`src/common/p2pfi_regs.vh`:
```
/*
 Register offsets, field positions, reset values and timing counts of the
 second position feedback interface. Assumes a 10 MHz core clock and byte
 addresses on an 8-bit register port.
*/
`ifndef P2PFI_REGS_VH
`define P2PFI_REGS_VH

// ==========================================================
// Register offsets
`define P2PFI_DEVICE_TYPE_ADDR    8'h00
`define P2PFI_FB_SELECT_ADDR      8'h04
`define P2PFI_LINES_PER_REV_ADDR  8'h08
`define P2PFI_MARKER_CTRL_ADDR    8'h0c
`define P2PFI_ERROR_CTRL_ADDR     8'h10
`define P2PFI_BAUD_ADDR           8'h14
`define P2PFI_SERIAL_CFG_ADDR     8'h18
`define P2PFI_TURNS_BITS_ADDR     8'h1c
`define P2PFI_COMMS_BITS_ADDR     8'h20
`define P2PFI_POSITION_ADDR       8'h24
`define P2PFI_MARKER_CAPT_ADDR    8'h28
`define P2PFI_IRQ_STATUS_ADDR     8'h2c
`define P2PFI_IRQ_MASK_ADDR       8'h30
`define P2PFI_FAULT_ADDR          8'h34

// ==========================================================
// Field positions
`define P2PFI_CFG_AUTO_BIT        0
`define P2PFI_CFG_BINARY_BIT      1
`define P2PFI_IRQ_MARKER_BIT      0
`define P2PFI_IRQ_FRAME_BIT       1
`define P2PFI_IRQ_PSU_ALARM_BIT   2
`define P2PFI_IRQ_TRIP_BIT        3
`define P2PFI_MRK_ONCE_BIT        0
`define P2PFI_MRK_ZERO_BIT        1
`define P2PFI_MRK_NORESET_BIT     2
`define P2PFI_MRK_WIDTH_BIT       3
`define P2PFI_ERR_PSU_BIT         2
`define P2PFI_ERR_NOTRIP_BIT      3

// ==========================================================
// Device type codes and selector value
`define P2PFI_TYPE_AB             5'h01
`define P2PFI_TYPE_FD             5'h02
`define P2PFI_TYPE_FR             5'h03
`define P2PFI_TYPE_BIDIR          5'h04
`define P2PFI_TYPE_SSI            5'h05
`define P2PFI_TYPE_BISS           5'h06
`define P2PFI_FB_SEL_P2           2'h1

// ==========================================================
// Reset values, auto-config bit counts, bidir command and fault class
`define P2PFI_DEVICE_TYPE_RST     5'h01
`define P2PFI_LINES_PER_REV_RST   14'h0400
`define P2PFI_SERIAL_CFG_RST      2'h1
`define P2PFI_TURNS_BITS_RST      5'h0c
`define P2PFI_COMMS_BITS_RST      6'h19
`define P2PFI_AUTO_TURNS          5'h0c
`define P2PFI_AUTO_COMMS          6'h19
`define P2PFI_BIDIR_CMD           8'h07
`define P2PFI_BIDIR_CMD_BITS      4'h8
`define P2PFI_FAULT_CLASS_COMMS   4'h4

// ==========================================================
// Timing
`define P2PFI_CLK_HZ              10000000
`define P2PFI_MARKER_MIN_US       10
`define P2PFI_MARKER_MIN_CYC      7'h64 // 10 us of 10 MHz cycles
`define P2PFI_FRAME_GAP_US        30
`define P2PFI_FRAME_GAP_CYC       9'h12c // 30 us of 10 MHz cycles

`endif

```
`src/verilog/p2pfi_top.v`:
```
/*
 Second position feedback interface: incremental decoder with marker
 handling and absolute serial reader, behind a plain register port.
 Assumes encoder pins are asynchronous to clk_i and that the register
 master keeps strobes one cycle long.
*/
// Design decisions made here: the plain strobed port and the address map.
`timescale 1ns/100ps
`include "p2pfi_regs.vh"

module p2pfi_top (
   input wire clk_i,
   input wire resetn_i,
   input wire [7:0] addr_i,
   input wire [31:0] wdata_i,
   input wire wr_i,
   input wire rd_i,
   output reg [31:0] rdata_o,
   input wire enc_a_i,
   input wire enc_b_i,
   input wire enc_z_i,
   input wire sdata_i,
   output reg sdata_o,
   output reg sdata_oe_o,
   output reg sclk_o,
   output reg [31:0] fb_position_o,
   output reg fb_valid_o,
   output reg trip_o,
   output reg irq_o
);

   localparam S_GAP = 4'h1;
   localparam S_CMD = 4'h2;
   localparam S_READ = 4'h4;
   localparam S_DONE = 4'h8;

   // ==========================================================
   // Functions
   // Cycles per serial bit, rounded down so the rate never falls short
   function [6:0] bit_period;
      input [3:0] sel;
      reg [31:0] cyc;
      begin
         case (sel)
            4'h0: cyc = `P2PFI_CLK_HZ / 100000;
            4'h1: cyc = `P2PFI_CLK_HZ / 200000;
            4'h2: cyc = `P2PFI_CLK_HZ / 300000;
            4'h3: cyc = `P2PFI_CLK_HZ / 400000;
            4'h4: cyc = `P2PFI_CLK_HZ / 500000;
            4'h5: cyc = `P2PFI_CLK_HZ / 1000000;
            4'h6: cyc = `P2PFI_CLK_HZ / 1500000;
            4'h7: cyc = `P2PFI_CLK_HZ / 2000000;
            default: cyc = `P2PFI_CLK_HZ / 4000000;
         endcase
         bit_period = cyc[6:0];
      end
   endfunction

   // Gray to binary, cumulative XOR from the top bit down
   function [31:0] gray2bin;
      input [31:0] g;
      integer i;
      begin
         gray2bin = 32'h0;
         gray2bin[31] = g[31];
         for (i = 30; i >= 0; i = i - 1) begin
            gray2bin[i] = gray2bin[i + 1] ^ g[i];
         end
      end
   endfunction

   function is_serial;
      input [4:0] t;
      begin
         is_serial = (t == `P2PFI_TYPE_BIDIR) || (t == `P2PFI_TYPE_SSI) ||
                     (t == `P2PFI_TYPE_BISS);
      end
   endfunction

   // ==========================================================
   // Registers and state
   reg [4:0] dev_type_q;
   reg [1:0] fb_sel_q;
   reg [13:0] lpr_q;
   reg [3:0] mrk_ctrl_q;
   reg [3:0] err_ctrl_q;
   reg [3:0] baud_q;
   reg [1:0] ser_cfg_q;
   reg [4:0] turns_man_q;
   reg [5:0] comms_man_q;
   reg [3:0] irq_stat_q;
   reg [3:0] irq_mask_q;
   reg [3:0] fault_class_q;
   reg [31:0] capture_q;
   reg [17:0] pos_q;
   reg [13:0] rev_q;
   reg [2:0] a_sync_q;
   reg [2:0] b_sync_q;
   reg [2:0] z_sync_q;
   reg [1:0] sd_sync_q;
   reg [6:0] mrk_cnt_q;
   reg mrk_done_q;
   reg [3:0] state_q;
   reg [8:0] gap_q;
   reg [6:0] ph_q;
   reg [5:0] bits_q;
   reg [32:0] shift_q;

   wire wr_hit_irq = wr_i && (addr_i == `P2PFI_IRQ_STATUS_ADDR);
   wire [3:0] irq_clr = wr_hit_irq ? wdata_i[3:0] : 4'h0;

   // Bit counts: auto-config overrides manual values for BiSS and bidir
   wire auto_type = (dev_type_q == `P2PFI_TYPE_BISS) || (dev_type_q == `P2PFI_TYPE_BIDIR);
   wire use_auto = auto_type && ser_cfg_q[`P2PFI_CFG_AUTO_BIT];
   wire [4:0] turns_bits = use_auto ? `P2PFI_AUTO_TURNS : turns_man_q;
   wire [5:0] comms_bits = use_auto ? `P2PFI_AUTO_COMMS : comms_man_q;
   wire psu_mon = (dev_type_q == `P2PFI_TYPE_SSI) && err_ctrl_q[`P2PFI_ERR_PSU_BIT];
   wire [5:0] frame_bits = comms_bits + {5'h0, psu_mon};

   // ==========================================================
   // Register writes
   always @(posedge clk_i or negedge resetn_i) begin
      if (!resetn_i) begin
         dev_type_q <= `P2PFI_DEVICE_TYPE_RST;
         fb_sel_q <= 2'h0;
         lpr_q <= `P2PFI_LINES_PER_REV_RST;
         mrk_ctrl_q <= 4'h0;
         err_ctrl_q <= 4'h0;
         baud_q <= 4'h0;
         ser_cfg_q <= `P2PFI_SERIAL_CFG_RST;
         turns_man_q <= `P2PFI_TURNS_BITS_RST;
         comms_man_q <= `P2PFI_COMMS_BITS_RST;
         irq_mask_q <= 4'h0;
      end else if (wr_i) begin
         if (addr_i == `P2PFI_DEVICE_TYPE_ADDR) begin
            dev_type_q <= wdata_i[4:0];
         end else if (addr_i == `P2PFI_FB_SELECT_ADDR) begin
            fb_sel_q <= wdata_i[1:0];
         end else if (addr_i == `P2PFI_LINES_PER_REV_ADDR) begin
            lpr_q <= wdata_i[13:0];
         end else if (addr_i == `P2PFI_MARKER_CTRL_ADDR) begin
            mrk_ctrl_q <= wdata_i[3:0];
         end else if (addr_i == `P2PFI_ERROR_CTRL_ADDR) begin
            err_ctrl_q <= wdata_i[3:0];
         end else if (addr_i == `P2PFI_BAUD_ADDR) begin
            baud_q <= (wdata_i[3:0] > 4'h8) ? 4'h8 : wdata_i[3:0];
         end else if (addr_i == `P2PFI_SERIAL_CFG_ADDR) begin
            ser_cfg_q <= wdata_i[1:0];
         end else if (addr_i == `P2PFI_TURNS_BITS_ADDR) begin
            turns_man_q <= wdata_i[4:0];
         end else if (addr_i == `P2PFI_COMMS_BITS_ADDR) begin
            comms_man_q <= (wdata_i[5:0] > 6'h20) ? 6'h20 : wdata_i[5:0];
         end else if (addr_i == `P2PFI_IRQ_MASK_ADDR) begin
            irq_mask_q <= wdata_i[3:0];
         end
      end
   end

   // ==========================================================
   // Pin synchronisers; stage 0 is read only by stage 1
   always @(posedge clk_i or negedge resetn_i) begin
      if (!resetn_i) begin
         a_sync_q <= 3'h0;
         b_sync_q <= 3'h0;
         z_sync_q <= 3'h0;
         sd_sync_q <= 2'h3;
      end else begin
         a_sync_q <= {a_sync_q[1:0], enc_a_i};
         b_sync_q <= {b_sync_q[1:0], enc_b_i};
         z_sync_q <= {z_sync_q[1:0], enc_z_i};
         sd_sync_q <= {sd_sync_q[0], sdata_i};
      end
   end

   wire a_now = a_sync_q[1];
   wire a_old = a_sync_q[2];
   wire b_now = b_sync_q[1];
   wire b_old = b_sync_q[2];
   wire sd_now = sd_sync_q[1];

   // ==========================================================
   // Incremental step decode; every line is four counts
   reg step_en;
   reg step_up;
   reg [1:0] step_sz;
   always @* begin
      step_en = 1'b0;
      step_up = 1'b0;
      step_sz = 2'h1;
      case (dev_type_q)
         `P2PFI_TYPE_AB: begin
            // Both inputs moving at once is a lost step; it is dropped
            step_en = (a_now ^ a_old) ^ (b_now ^ b_old);
            step_up = a_old ^ b_now;
         end
         `P2PFI_TYPE_FD: begin
            step_en = a_now && !a_old;
            step_up = !b_now;
            step_sz = 2'h2;
         end
         `P2PFI_TYPE_FR: begin
            step_en = (a_now && !a_old) ^ (b_now && !b_old);
            step_up = a_now && !a_old;
            step_sz = 2'h2;
         end
         default: begin
            step_en = 1'b0;
         end
      endcase
   end

   wire [17:0] rev_len = {2'b00, lpr_q, 2'b00};
   wire [17:0] pos_plus = pos_q + {16'h0, step_sz};
   wire incr_mode = (dev_type_q == `P2PFI_TYPE_AB) || (dev_type_q == `P2PFI_TYPE_FD) ||
                    (dev_type_q == `P2PFI_TYPE_FR);
   wire [31:0] combined = {rev_q, pos_q};

   // ==========================================================
   // Marker qualification
   wire z_rise = z_sync_q[1] && !z_sync_q[2];
   wire wide_ok = z_sync_q[1] && !mrk_done_q &&
                  (mrk_cnt_q == `P2PFI_MARKER_MIN_CYC - 7'h1);
   wire mrk_seen = mrk_ctrl_q[`P2PFI_MRK_WIDTH_BIT] ? wide_ok : z_rise;
   wire mrk_accept = incr_mode && mrk_seen &&
                     !(mrk_ctrl_q[`P2PFI_MRK_ONCE_BIT] && irq_stat_q[`P2PFI_IRQ_MARKER_BIT]);
   wire mrk_zero = mrk_accept && mrk_ctrl_q[`P2PFI_MRK_ZERO_BIT] &&
                   !mrk_ctrl_q[`P2PFI_MRK_NORESET_BIT];

   // Width counter restarts on every high level
   always @(posedge clk_i or negedge resetn_i) begin
      if (!resetn_i) begin
         mrk_cnt_q <= 7'h0;
         mrk_done_q <= 1'b0;
      end else if (!z_sync_q[1]) begin
         mrk_cnt_q <= 7'h0;
         mrk_done_q <= 1'b0;
      end else if (wide_ok) begin
         mrk_done_q <= 1'b1;
      end else if (!mrk_done_q) begin
         mrk_cnt_q <= mrk_cnt_q + 7'h1;
      end
   end

   // ==========================================================
   // Serial frame engine
   wire [6:0] period = bit_period(baud_q);
   wire [6:0] half = {1'b0, period[6:1]};
   wire bit_end = (ph_q == period - 7'h1);
   wire sample = (ph_q == half);
   wire [7:0] cmd_bits = `P2PFI_BIDIR_CMD >> (bits_q - 6'h1);
   wire [31:0] raw = psu_mon ? shift_q[32:1] : shift_q[31:0];
   wire is_gray = (dev_type_q == `P2PFI_TYPE_SSI) && !ser_cfg_q[`P2PFI_CFG_BINARY_BIT];
   wire [31:0] word = is_gray ? gray2bin(raw) : raw;
   wire [5:0] st_bits = comms_bits - {1'b0, turns_bits};
   wire [31:0] st_mask = ~(32'hffffffff << st_bits);
   wire [31:0] abs_turns = word >> st_bits;
   wire [31:0] abs_pos = word & st_mask;
   wire frame_done = (state_q == S_DONE);
   wire alarm = frame_done && psu_mon && shift_q[0];
   wire comms_fault = (state_q == S_GAP) && (gap_q == 9'h0) &&
                      is_serial(dev_type_q) && !sd_now;
   wire trip_event = comms_fault && !err_ctrl_q[`P2PFI_ERR_NOTRIP_BIT];

   always @(posedge clk_i or negedge resetn_i) begin
      if (!resetn_i) begin
         state_q <= S_GAP;
         gap_q <= `P2PFI_FRAME_GAP_CYC;
         ph_q <= 7'h0;
         bits_q <= 6'h0;
         shift_q <= 33'h0;
         sclk_o <= 1'b1;
         sdata_o <= 1'b1;
         sdata_oe_o <= 1'b0;
      end else begin
         case (state_q)
            S_GAP: begin
               sclk_o <= 1'b1;
               sdata_oe_o <= 1'b0;
               ph_q <= 7'h0;
               if (gap_q != 9'h0) begin
                  gap_q <= gap_q - 9'h1;
               end else if (is_serial(dev_type_q) && sd_now) begin
                  // Encoder ready (data idle high): open a frame
                  shift_q <= 33'h0;
                  if (dev_type_q == `P2PFI_TYPE_BIDIR) begin
                     state_q <= S_CMD;
                     bits_q <= {2'h0, `P2PFI_BIDIR_CMD_BITS};
                  end else begin
                     state_q <= S_READ;
                     bits_q <= frame_bits;
                  end
               end else begin
                  gap_q <= `P2PFI_FRAME_GAP_CYC;
               end
            end
            S_CMD: begin
               // Command goes out MSB first, changed while the clock is low
               sclk_o <= (ph_q >= half);
               sdata_oe_o <= 1'b1;
               sdata_o <= cmd_bits[0];
               ph_q <= bit_end ? 7'h0 : ph_q + 7'h1;
               if (bit_end) begin
                  bits_q <= bits_q - 6'h1;
                  if (bits_q == 6'h1) begin
                     state_q <= S_READ;
                     bits_q <= frame_bits;
                  end
               end
            end
            S_READ: begin
               sclk_o <= (ph_q >= half);
               sdata_oe_o <= 1'b0;
               ph_q <= bit_end ? 7'h0 : ph_q + 7'h1;
               if (sample) begin
                  shift_q <= {shift_q[31:0], sd_now};
               end
               if (bit_end) begin
                  bits_q <= bits_q - 6'h1;
                  if (bits_q == 6'h1) begin
                     state_q <= S_DONE;
                  end
               end
            end
            S_DONE: begin
               sclk_o <= 1'b1;
               state_q <= S_GAP;
               gap_q <= `P2PFI_FRAME_GAP_CYC;
            end
            default: begin
               state_q <= S_GAP;
            end
         endcase
      end
   end

   // ==========================================================
   // Position, revolution count and marker capture
   always @(posedge clk_i or negedge resetn_i) begin
      if (!resetn_i) begin
         pos_q <= 18'h0;
         rev_q <= 14'h0;
         capture_q <= 32'h0;
      end else begin
         if (mrk_accept) begin
            capture_q <= combined;
         end
         if (mrk_zero) begin
            pos_q <= 18'h0;
            rev_q <= 14'h0;
         end else if (frame_done) begin
            pos_q <= abs_pos[17:0];
            rev_q <= abs_turns[13:0];
         end else if (incr_mode && step_en && (rev_len != 18'h0)) begin
            if (step_up) begin
               if (pos_plus >= rev_len) begin
                  pos_q <= pos_plus - rev_len;
                  rev_q <= rev_q + 14'h1;
               end else begin
                  pos_q <= pos_plus;
               end
            end else if (pos_q < {16'h0, step_sz}) begin
               pos_q <= pos_q + rev_len - {16'h0, step_sz};
               rev_q <= rev_q - 14'h1;
            end else begin
               pos_q <= pos_q - {16'h0, step_sz};
            end
         end
      end
   end

   // ==========================================================
   // Sticky events; a set in the same cycle as a clear wins
   wire [3:0] ev_set = {trip_event, alarm, frame_done, mrk_accept};
   always @(posedge clk_i or negedge resetn_i) begin
      if (!resetn_i) begin
         irq_stat_q <= 4'h0;
         fault_class_q <= 4'h0;
      end else begin
         irq_stat_q <= (irq_stat_q & ~irq_clr) | ev_set;
         if (trip_event) begin
            fault_class_q <= `P2PFI_FAULT_CLASS_COMMS;
         end
      end
   end

   // ==========================================================
   // Outputs and read port; wire break detection is not offered
   // on incremental types, so error bit 0 never reaches a trip
   always @(posedge clk_i or negedge resetn_i) begin
      if (!resetn_i) begin
         rdata_o <= 32'h0;
         fb_position_o <= 32'h0;
         fb_valid_o <= 1'b0;
         trip_o <= 1'b0;
         irq_o <= 1'b0;
      end else begin
         fb_valid_o <= (fb_sel_q == `P2PFI_FB_SEL_P2);
         fb_position_o <= (fb_sel_q == `P2PFI_FB_SEL_P2) ? combined : 32'h0;
         trip_o <= irq_stat_q[`P2PFI_IRQ_TRIP_BIT] && !incr_mode;
         irq_o <= |(irq_stat_q & irq_mask_q);
         rdata_o <= 32'h0;
         if (rd_i) begin
            if (addr_i == `P2PFI_DEVICE_TYPE_ADDR) begin
               rdata_o <= {27'h0, dev_type_q};
            end else if (addr_i == `P2PFI_FB_SELECT_ADDR) begin
               rdata_o <= {30'h0, fb_sel_q};
            end else if (addr_i == `P2PFI_LINES_PER_REV_ADDR) begin
               rdata_o <= {18'h0, lpr_q};
            end else if (addr_i == `P2PFI_MARKER_CTRL_ADDR) begin
               rdata_o <= {28'h0, mrk_ctrl_q};
            end else if (addr_i == `P2PFI_ERROR_CTRL_ADDR) begin
               rdata_o <= {28'h0, err_ctrl_q};
            end else if (addr_i == `P2PFI_BAUD_ADDR) begin
               rdata_o <= {28'h0, baud_q};
            end else if (addr_i == `P2PFI_SERIAL_CFG_ADDR) begin
               rdata_o <= {30'h0, ser_cfg_q};
            end else if (addr_i == `P2PFI_TURNS_BITS_ADDR) begin
               rdata_o <= {27'h0, turns_bits};
            end else if (addr_i == `P2PFI_COMMS_BITS_ADDR) begin
               rdata_o <= {26'h0, comms_bits};
            end else if (addr_i == `P2PFI_POSITION_ADDR) begin
               rdata_o <= combined;
            end else if (addr_i == `P2PFI_MARKER_CAPT_ADDR) begin
               rdata_o <= capture_q;
            end else if (addr_i == `P2PFI_IRQ_STATUS_ADDR) begin
               rdata_o <= {28'h0, irq_stat_q};
            end else if (addr_i == `P2PFI_IRQ_MASK_ADDR) begin
               rdata_o <= {28'h0, irq_mask_q};
            end else if (addr_i == `P2PFI_FAULT_ADDR) begin
               rdata_o <= {28'h0, fault_class_q};
            end
         end
      end
   end

endmodule // p2pfi_top

```
`config.mk`:
```
export PLATFORM = sky130hd
export DESIGN_NAME = p2pfi_top
export DESIGN_NICKNAME = d
export VERILOG_FILES = /design/src/verilog/p2pfi_top.v
export VERILOG_INCLUDE_DIRS = /design/src /design/src/common
export SDC_FILE = /design/constraint.sdc
export NUM_CORES = 1
export LEC_CHECK = 0
export BUFFER_PORTS_ARGS = -buffer_cell sky130_fd_sc_hd__buf_2
export CAP_MARGIN = 20
export CORE_MARGIN = 3
export CORE_UTILIZATION = 45
export DETAILED_ROUTE_END_ITERATION = 16
export PLACE_DENSITY = 0.72
export SLEW_MARGIN = 30
export SYNTH_ARGS = -nofsm -noshare
export SYNTH_HDL_FRONTEND = slang
export SYNTH_SLANG_ARGS = --single-unit
```
`constraint.sdc`:
```
create_clock -name clk_i -period 5.8 [get_ports clk_i]
set_clock_uncertainty 0.2 [all_clocks]
set_input_delay 0.58 -clock clk_i [delete_from_list [all_inputs] [get_ports clk_i]]
set_output_delay 0.58 -clock clk_i [all_outputs]
set_load 0.005 [all_outputs]
```
==> results of run 1 <==
## area by class of cell
class,count,area [sq um]
fill,4044,21170
multi-input combinational,1808,12200
timing repair buffer,152,928.4
sequential,267,6703
clock inverter,15,214.0
tap,585,732.0
inverter,121,454.2
antenna,1,2.502
clock buffer,39,865.8
## critical path, cell delays in order, from the launching register on
cell and delay [ns]:
dfrtp_1 0.46, nor3_1 0.09, and2_1 0.20, inv_1 0.17, ha_1 0.20, inv_1 0.06, fa_1 0.50, xor2_1 0.22
ha_1 0.20, inv_1 0.06, fa_1 0.43, a21o_1 0.18, a21oi_1 0.21, o21ai_0 0.12, a21o_1 0.27, a21oi_1 0.22
o31a_1 0.31, nor2_1 0.07, o21ai_1 0.15, buf_4 0.27, mux2i_1 0.13, a32o_1 0.22, a31oi_1 0.17, nand4_1 0.12
## layout by cell type, fill, tap and decap left out, types with 8 or more instances in the layout
master,instances
dfrtp_1,250
nand2_1,248
nor2_1,202
o21ai_0,166
a21oi_1,147
xnor2_1,129
inv_1,119
buf_2,98
mux2_2,88
ha_1,87
nand3_1,67
nor3_1,59
and2_1,48
buf_4,47
mux2i_1,44
xor2_1,34
a22oi_1,32
clkbuf_16,31
nor2b_1,28
nand2b_1,28
a211oi_1,28
o22ai_1,26
nor4_1,22
a31oi_1,22
a21o_1,21
nand4_1,21
and3_1,19
o211ai_1,17
dfstp_2,17
or3_1,12
a21boi_0,12
or2_2,11
nor3b_1,10
a222oi_1,10
o21a_1,9
a211o_1,8
a221oi_1,8
o31ai_1,8
## report_power, final
part | switching [mW] | internal [mW] | total (mW)
combinational | 2.18 | 1.57 | 3.75
sequential | 0.332 | 2.09 | 2.43
clock | 0.803 | 1.27 | 2.07
total | 3.31 | 4.94 | 8.25
## layer usage
layer  wire length (microns)  track usage [%]  share of wire [%]
met5                       9                0              0.015
met4                    1790            7.072                3.1
met3                    3679            3.633                6.3
met2                   27210            40.51                 47
met1                   25470            33.61                 44
## registers in the layout, summed over array words and instances, names as in the netlist, 5 cells and up
name	count
ph_q	7
turns_man_q	5
lpr_q	14
pos_q	18
shift_q	33
comms_man_q	6
bits_q	6
rdata_o	32
rev_q	14
fb_position_o	32
mrk_cnt_q	7
gap_q	9
dev_type_q	5
capture_q	32
## worst max-delay path by stage
| stage | endpoint | cells past startpoint | slack (ns) | startpoint |
|---|---|---|---|---|
| after floorplan | rev_q[6] | 25 | 0.52 | dev_type_q[4] |
| after global placement | rev_q[1] | 23 | 0.57 | dev_type_q[2] |
| after detailed placement | rev_q[1] | 23 | 0.48 | dev_type_q[2] |
| after CTS | rev_q[1] | 23 | 0.42 | dev_type_q[2] |
| after global routing | rev_q[1] | 24 | -0.005 | dev_type_q[2] |
| final | rev_q[1] | 23 | 0.42 | dev_type_q[2] |
## cells by family after synthesis
| logic type | share of synthesized area, % |
|---|---|
| and+or+nand+nor | 19.53 |
| adders and majority gates | 6.105 |
| muxes | 7.913 |
| DFF | 33.86 |
| buffers and inverters | 4.967 |
| AOI/OAI and AO/OA | 18.80 |
| xor gates and xnor gates | 8.823 |
## what timing repair did
action | 4_1_cts | 5_1_grt
setup buffers | 0 | 3
endpoints found under the setup margin | 0 | 3
endpoints found under the hold margin | 57 | 0
hold buffers | 5 | 0
==> impl_metrics.yaml, run 1 <==
run_status:
  run_status: "finished clean"
grt:
  grt_max_degree: 143
  antenna_found_initial: 2
  grt_use_total_pct: 24.52
  grt_pass1_vias: 17128
  grt_pass1_wl_microns: 93680
  grt-ovfl-total: 0
synth:
  yosys_warnings: 0
  synth_nets: 2474
  yosys-top-cells-area: "dfrtp_1, xnor2_1, ha_1, mux2_2, nand2_1"
  async_flop_share_pct: 100.0
  synth_commonest_cells: "dfrtp_1, nand2_1, nor2_1"
  yosysSeqAreaShare_pct: 33.86
  ys_seq_elements: 267
  synth_edf_count: 0
  yosysMostFrequentCell: "dfrtp_1"
  yosys.area.top_type: "dfrtp_1"
  synth_cells: 2333
  synth_top_area_share_pct: 31.60
  netlist_area_sq_um: 19800
  avgSynthCellArea_sq_um: 8.486
  synth.distinct_cells: 85
  synth_flop_cell: "dfrtp_1"
setup_path:
  reg2reg_depth: 23
  r2r_start: "dev_type_q[2]"
  setup.worst_path.start_class: "register"
  r2r_slack_ns: 0.42
  crit_type: "reg2reg"
  rr_endpoint: "rev_q[1]"
  end_kind: "register"
  crit_arrival_ns: 5.61
  cp_max_fo: 21
  critical_path_required_ns: 6.03
clock_network:
  cts_buffers: 31
  clkTransAtPathRegs_ns: 0.06
  cts_tree: "built"
  htreeDepth: 1
  cts_root_buffer: "clkbuf_16"
  cts_resized: 0
  clockBufferDepth: 3
  clock_latency_ns: 0.59
  cts_num_sinks: 267
worst_hold_path:
  hold_start: "wdata_i[10]"
  whs_path_depth: 2
  hold_class: "in2reg"
  hold_end: "lpr_q[10]"
power_and_ir_drop:
  peakVddDrop_mv: 0.2591
  power_mw: 8.249
  power_density_nw_per_um2: 373.3
  p_leak_nw: 9.883
floorplanning:
  core_area_sq_um: 43270
  die_w_microns: 215.8
  initial_core_util_pct: 45.76
  row_count: 76
  fp.dieH_microns: 215.8
  dieArea_sq_um: 46550
  io-pin-count: 118
timing:
  slew_violations: 0
  relSlewSlack_pct: 32.72
  period_minus_slack_ns: 5.378
  fmax_ghz: 0.1859
  final-hold-violation-count: 0
  setup_viol_count_final: 0
  worstMarginPinSlew_ns: 0.9837
  final.period_utilization_pct: 92.73
  setup_tns_ns: 0
  holdWs_ns: 0.03302
  fin_ws_ns: 0.4218
flow_run:
  cap_viol_max_count: 0
routing:
  wl_microns: 58160
  viasPerCell: 5.943
  vias: 17759
  drt_iter0_drc: 2010
  drcViolationCount: 0
  wl_per_cell_microns: 19.46
  first_pass_iters: 6
  drtAntennaViolNets: 0
cells_and_area:
  fin_cells: 2988
  final_layout_size_suffix_gt1_share_pct: 14.70
  utilization_pct: 51.08
  final_area_sq_um: 22100
  nNetsFinal: 2522
  syn_to_final_growth_pct: 11.63
place:
  port_buffers: 99
  gp_congestion: 0.9658
  dpl_cell_area_sq_um: 20930
  dp_cells: 2925
  post-place-ws_ns: 0.4774
  hpwl_microns: 43420
No activity file was read; power rests on OpenSTA's default activity.
==> run 2: changes to the inputs <==
--- a/config.mk
+++ b/config.mk
@@ -6,7 +6,7 @@
 export SDC_FILE = /design/constraint.sdc
 export NUM_CORES = 1
 export LEC_CHECK = 0
-export BUFFER_PORTS_ARGS = -buffer_cell sky130_fd_sc_hd__buf_2
+export BUFFER_PORTS_ARGS = -buffer_cell sky130_fd_sc_hd__buf_4
 export CAP_MARGIN = 20
 export CORE_MARGIN = 3
 export CORE_UTILIZATION = 45
==> run 2 against run 1 <==
Against the previous run: power shrank 0.66%; highest routed layer is now met4; sequential share of layout area shrank 0.35 points; worst setup slack lost 0.026 ns; global-route usage shrank 0.055 points.
==> impl_metrics.yaml, run 2 (same netlist as run 1, synthesis figures left out) <==
flow_run:
  cap_viol_max_count: 0
floorplanning:
  die_w_microns: 215.8
  dieArea_sq_um: 46550
  fp.dieH_microns: 215.8
  row_count: 76
  io-pin-count: 118
  core_area_sq_um: 43270
  initial_core_util_pct: 45.76
clock_network:
  clkTransAtPathRegs_ns: 0.06
  cts_tree: "built"
  cts_root_buffer: "clkbuf_16"
  clock_latency_ns: 0.59
  htreeDepth: 1
  cts_buffers: 31
  cts_num_sinks: 267
  clockBufferDepth: 3
place:
  hpwl_microns: 43290
  gp_congestion: 0.9562
  port_buffers: 99
run_status:
  run_status: "finished clean"
power_and_ir_drop:
  power_density_nw_per_um2: 366.6
  p_switching_mw: 3.261
  clkPwrFrac_pct: 25.8
  power_mw: 8.195
  p_leak_nw: 9.901
  pwr-share-comb_pct: 44.6
  p_sw_share_pct: 39.79
  peakVddDrop_mv: 0.2442
  p_int_mw: 4.934
  power_frac_seq_pct: 29.5
cells_and_area:
  nNetsFinal: 2520
  largest-register: "shift_q"
  largest_reg_flops: 33
  layout_commonest_cell: "dfrtp_1"
  final_layout_size_suffix_gt1_share_pct: 14.68
  syn_to_final_growth_pct: 12.92
  utilization_pct: 51.67
  final_cell_mix: "dfrtp_1, nand2_1, nor2_1, o21ai_0, a21oi_1"
setup_path:
  path_depth: 23
  max_stage_delay_ns: 0.45
  path_cells: "nor3_1 -> and2_1 -> inv_1 -> ha_1 -> inv_1 -> fa_1 -> xor2_1 -> ha_1 -> inv_1 -> fa_1 -> a21o_1 -> a21oi_1 -> o21ai_0 -> a21o_1 -> a21oi_1 -> o31a_1 -> nor2_1 -> o21ai_1 -> buf_4 -> mux2i_1 -> a32o_1 -> a31oi_1 -> nand4_1"
  cp_common_cell: "inv_1"
  crit_arrival_ns: 5.64
  path_delay_family: "compound AO/OA/AOI/OAI gates"
  reg2reg_depth: 23
  crit_type: "reg2reg"
  cp_slowest_cell: "dfrtp_1"
  setup.worst_path.start_class: "register"
  end_kind: "register"
  crit_buf_inv: 4
  cp_max_fo: 21
  critical_path_required_ns: 6.03
timing:
  setup_viol_count_final: 0
  final-hold-violation-count: 0
  relSlewSlack_pct: 38.64
  rsz0062_at_grt: "false"
  setup_tns_ns: 0
  final.period_utilization_pct: 93.18
  period_minus_slack_ns: 5.405
  slew_violations: 0
  worstMarginPinSlew_ns: 0.8948
  fmax_ghz: 0.1850
routing:
  vias: 17749
  wl_microns: 58150
  drcViolationCount: 0
  wl_per_cell_microns: 19.45
  viasPerCell: 5.936
  first_pass_iters: 6
  drtAntennaViolNets: 0
  drt_iter0_drc: 1729
grt:
  grt_use_total_pct: 24.47
  grt_max_degree: 141
  grt_pass1_wl_microns: 93920
  grt_pass1_vias: 17123
  grt-ovfl-total: 0
  antenna_found_initial: 0
worst_hold_path:
  hold_class: "in2reg"
  whs_path_depth: 2
## run 2: area by class of cell
class,instances,area (sq um)
clock buffers,42,897.1
well taps,585,732.0
clock inverters,16,224.0
diodes,1,2.502
fillers,4020,20910
repair buffers,150,1159
inverters,121,454.2
multi-input cells,1808,12180
flip-flops and latches,267,6703
## run 2: per-layer routing
| layer | share of wire [%] | wire [microns] | global-route usage (%) |
|---|---|---|---|
| met1 | 44 | 25640 | 34.12 |
| met2 | 47 | 27340 | 40.55 |
| met3 | 6.2 | 3582 | 3.013 |
| met4 | 2.7 | 1590 | 6.301 |
| met5 | 0 | 0 | 0 |
## run 2: final timing paths
kind	slack (ns)	startpoint	endpoint
max	0.40	dev_type_q[3]	rev_q[1]
max reg2reg	0.40	dev_type_q[3]	rev_q[1]
min	0.03	wdata_i[7]	lpr_q[7]
max in group asynchronous	3.86	resetn_i	fb_position_o[12]
min reg2reg	0.15	z_sync_q[0]	z_sync_q[1]
min in group asynchronous	0.32	resetn_i	ph_q[2]
## run 2: timing repair
item,4_1_cts,5_1_grt
resized for setup,0,0
setup endpoints to repair,0,0
endpoints found under the hold margin,61,0
buffers inserted,0,0
hold buffers,5,0
## run 2: metrics by stage
| step | hold slack, ns | area [sq um] | cells | setup slack [ns] |
|---|---|---|---|---|
| CTS | 0.0008840 | 22350 | 2989 | 0.4261 |
| finish | 0.03192 | 22360 | 2990 | 0.3954 |
| global route | 0.02192 | 22350 | 2989 | 0.07023 |
| global placement | 0.1374 | 21180 | 2926 | 0.5756 |
| detailed placement | 0.1396 | 21180 | 2926 | 0.4909 |
| floorplan | 0.08441 | 19800 | 2333 | 0.5155 |
## run 2: power groups by stage
| stage | Combinational [mW] | Sequential (mW) | Clock (mW) |
|---|---|---|---|
| 2_1_floorplan | 2.84 | 2.26 | 0 |
| 3_3_place_gp | 3.50 | 2.43 | 0 |
| 3_5_place_dp | 3.58 | 2.44 | 0 |
| 4_1_cts | 3.62 | 2.41 | 2.17 |
| 5_1_grt | 4.08 | 2.45 | 2.24 |
| 6_report | 3.66 | 2.42 | 2.12 |
==> run 3: changes to the inputs <==
--- a/config.mk
+++ b/config.mk
@@ -6,7 +6,7 @@
 export SDC_FILE = /design/constraint.sdc
 export NUM_CORES = 1
 export LEC_CHECK = 0
-export BUFFER_PORTS_ARGS = -buffer_cell sky130_fd_sc_hd__buf_4
+export BUFFER_PORTS_ARGS = -buffer_cell sky130_fd_sc_hd__clkbuf_2
 export CAP_MARGIN = 20
 export CORE_MARGIN = 3
 export CORE_UTILIZATION = 45
==> run 3 against run 2 <==
Against the previous run: final area decreased by 1.5%; worst setup slack improved by 0.0027 ns; register-to-register slack barely moved; critical path depth stayed put; fmax about the same; wire length rose by 1.5%; power shrank 2.1%; global-route usage up 0.30 points; first-iteration DRC count is 9.1% lower; die area stayed put; core utilization down 0.77 points; critical endpoint unchanged.
==> impl_metrics.yaml, run 3 (same netlist as run 1, synthesis figures left out) <==
timing:
  fmax_ghz: 0.1851
  worstMarginPinSlew_ns: 0.9295
  period_minus_slack_ns: 5.402
  setup_viol_count_final: 0
  holdWs_ns: 0.03444
  final-hold-violation-count: 0
  rsz0062_at_grt: "false"
  relSlewSlack_pct: 37.87
  setup_tns_ns: 0
  final.period_utilization_pct: 93.14
  slew_violations: 0
clock_network:
  clkTransAtPathRegs_ns: 0.07
  cts_num_sinks: 267
  clockBufferDepth: 3
  htreeDepth: 1
  clock_latency_ns: 0.58
  cts_tree: "built"
  cts_buffers: 31
  cts_setup_buffers: 0
  cts_root_buffer: "clkbuf_16"
worst_hold_path:
  whs_path_depth: 2
  hold_end: "lpr_q[8]"
  hold_start: "wdata_i[8]"
  hold_class: "in2reg"
grt:
  grt_max_degree: 119
  grt_pass1_vias: 17244
  antenna_found_initial: 2
  grt_use_total_pct: 24.77
  grt_pass1_wl_microns: 94080
  grt-ovfl-total: 0
power_and_ir_drop:
  peakVddDrop_mv: 0.3195
  power_density_nw_per_um2: 364.3
  p_leak_nw: 9.783
cells_and_area:
  largest_reg_flops: 33
  largest-register: "shift_q"
  n_fill_cell: 3996
  final_cell_mix: "dfrtp_1, nand2_1, nor2_1, o21ai_0, a21oi_1"
  multi_input_area_sq_um: 12200
  final_area_sq_um: 22020
  final_layout_size_suffix_gt1_share_pct: 14.81
  syn_to_final_growth_pct: 11.22
  nNetsFinal: 2521
  diodes: 0
  utilization_pct: 50.89
  seqCellArea_sq_um: 6703
  layout_commonest_cell: "dfrtp_1"
routing:
  wl_per_cell_microns: 19.75
  drtAntennaViolNets: 0
  drt_iter0_drc: 1572
  first_pass_iters: 6
  viasPerCell: 5.958
  wl_microns: 59040
  drcViolationCount: 0
  vias: 17807
floorplanning:
  io-pin-count: 118
  fp.dieH_microns: 215.8
  row_count: 76
  die_w_microns: 215.8
  core_area_sq_um: 43270
  dieArea_sq_um: 46550
  initial_core_util_pct: 45.76
place:
  gp_congestion: 0.9713
  dpl_cell_area_sq_um: 20920
  port_buffers: 99
  hpwl_microns: 43800
flow_run:
  cap_viol_max_count: 0
setup_path:
  critical_path_required_ns: 6.04
  crit_arrival_ns: 5.64
  rr_endpoint: "rev_q[1]"
  setup.worst_path.start_class: "register"
  r2r_slack_ns: 0.40
  crit_type: "reg2reg"
  end_kind: "register"
  r2r_start: "dev_type_q[3]"
  cp_max_fo: 21
  reg2reg_depth: 23
run_status:
  run_status: "finished clean"
[run 3: stage by stage]
stage | setup WS [ns] | instances | power, mW
after floorplan | 0.5155 | 2333 | 5.100
after global placement | 0.5277 | 2926 | 5.954
after detailed placement | 0.4492 | 2926 | 6.039
after CTS | 0.4502 | 2988 | 8.012
after global routing | 0.03858 | 2989 | 8.578
final | 0.3981 | 2989 | 8.023
[run 3: what timing repair did]
action | 4_1_cts | 5_1_grt
endpoints found under the setup margin | 0 | 2
hold buffers | 5 | 0
resized for setup | 0 | 1
hold endpoints to repair | 119 | 0
[run 3: worst max path at each step]
stage | start | cells after the start | end | slack (ns)
floorplan | dev_type_q[4] | 25 | rev_q[6] | 0.52
global placement | dev_type_q[2] | 24 | rev_q[1] | 0.53
detailed placement | dev_type_q[2] | 24 | rev_q[1] | 0.45
CTS | dev_type_q[2] | 24 | rev_q[1] | 0.45
global route | dev_type_q[3] | 23 | rev_q[4] | 0.04
finish | dev_type_q[3] | 23 | rev_q[1] | 0.40
[run 3: worst max-delay path, stage by stage (launching register included)]
cell and delay (ns):
dfrtp_1 0.43, nor3_1 0.26, and2_1 0.24, inv_1 0.14, ha_1 0.22, inv_1 0.08, fa_1 0.32, xor2_1 0.22
ha_1 0.20, inv_1 0.06, fa_1 0.44, a21o_1 0.19, a21oi_1 0.21, o21ai_0 0.11, a21o_1 0.27, a21oi_1 0.22
o31a_1 0.32, nor2_1 0.07, o21ai_1 0.13, buf_4 0.27, mux2i_1 0.13, a32o_1 0.22, a31oi_1 0.17, nand4_1 0.12
[run 3: layout make-up]
| cell class | count | area share [%] |
|---|---|---|
| Clock buffer | 41 | 4.057 |
| Sequential cell | 267 | 30.44 |
| Inverter | 121 | 2.063 |
| Timing Repair Buffer | 151 | 4.216 |
| Tap cell | 585 | 3.324 |
| Multi-Input combinational cell | 1808 | 55.39 |
| Clock inverter | 16 | 0.5114 |
[run 3: power breakdown]
| group | switching, mW | internal (mW) |
|---|---|---|
| clock | 0.831 | 1.09 |
| sequential | 0.329 | 2.09 |
| combinational | 2.14 | 1.54 |
| total | 3.30 | 4.72 |
[run 3: routing by layer]
metal	routed length [microns]	track usage, %	vias to the layer above
li1	-	-	8380
met1	25750	33.66	8664
met2	27300	40.72	628
met3	3846	3.760	133
met4	2134	8.108	2
met5	13	0	-
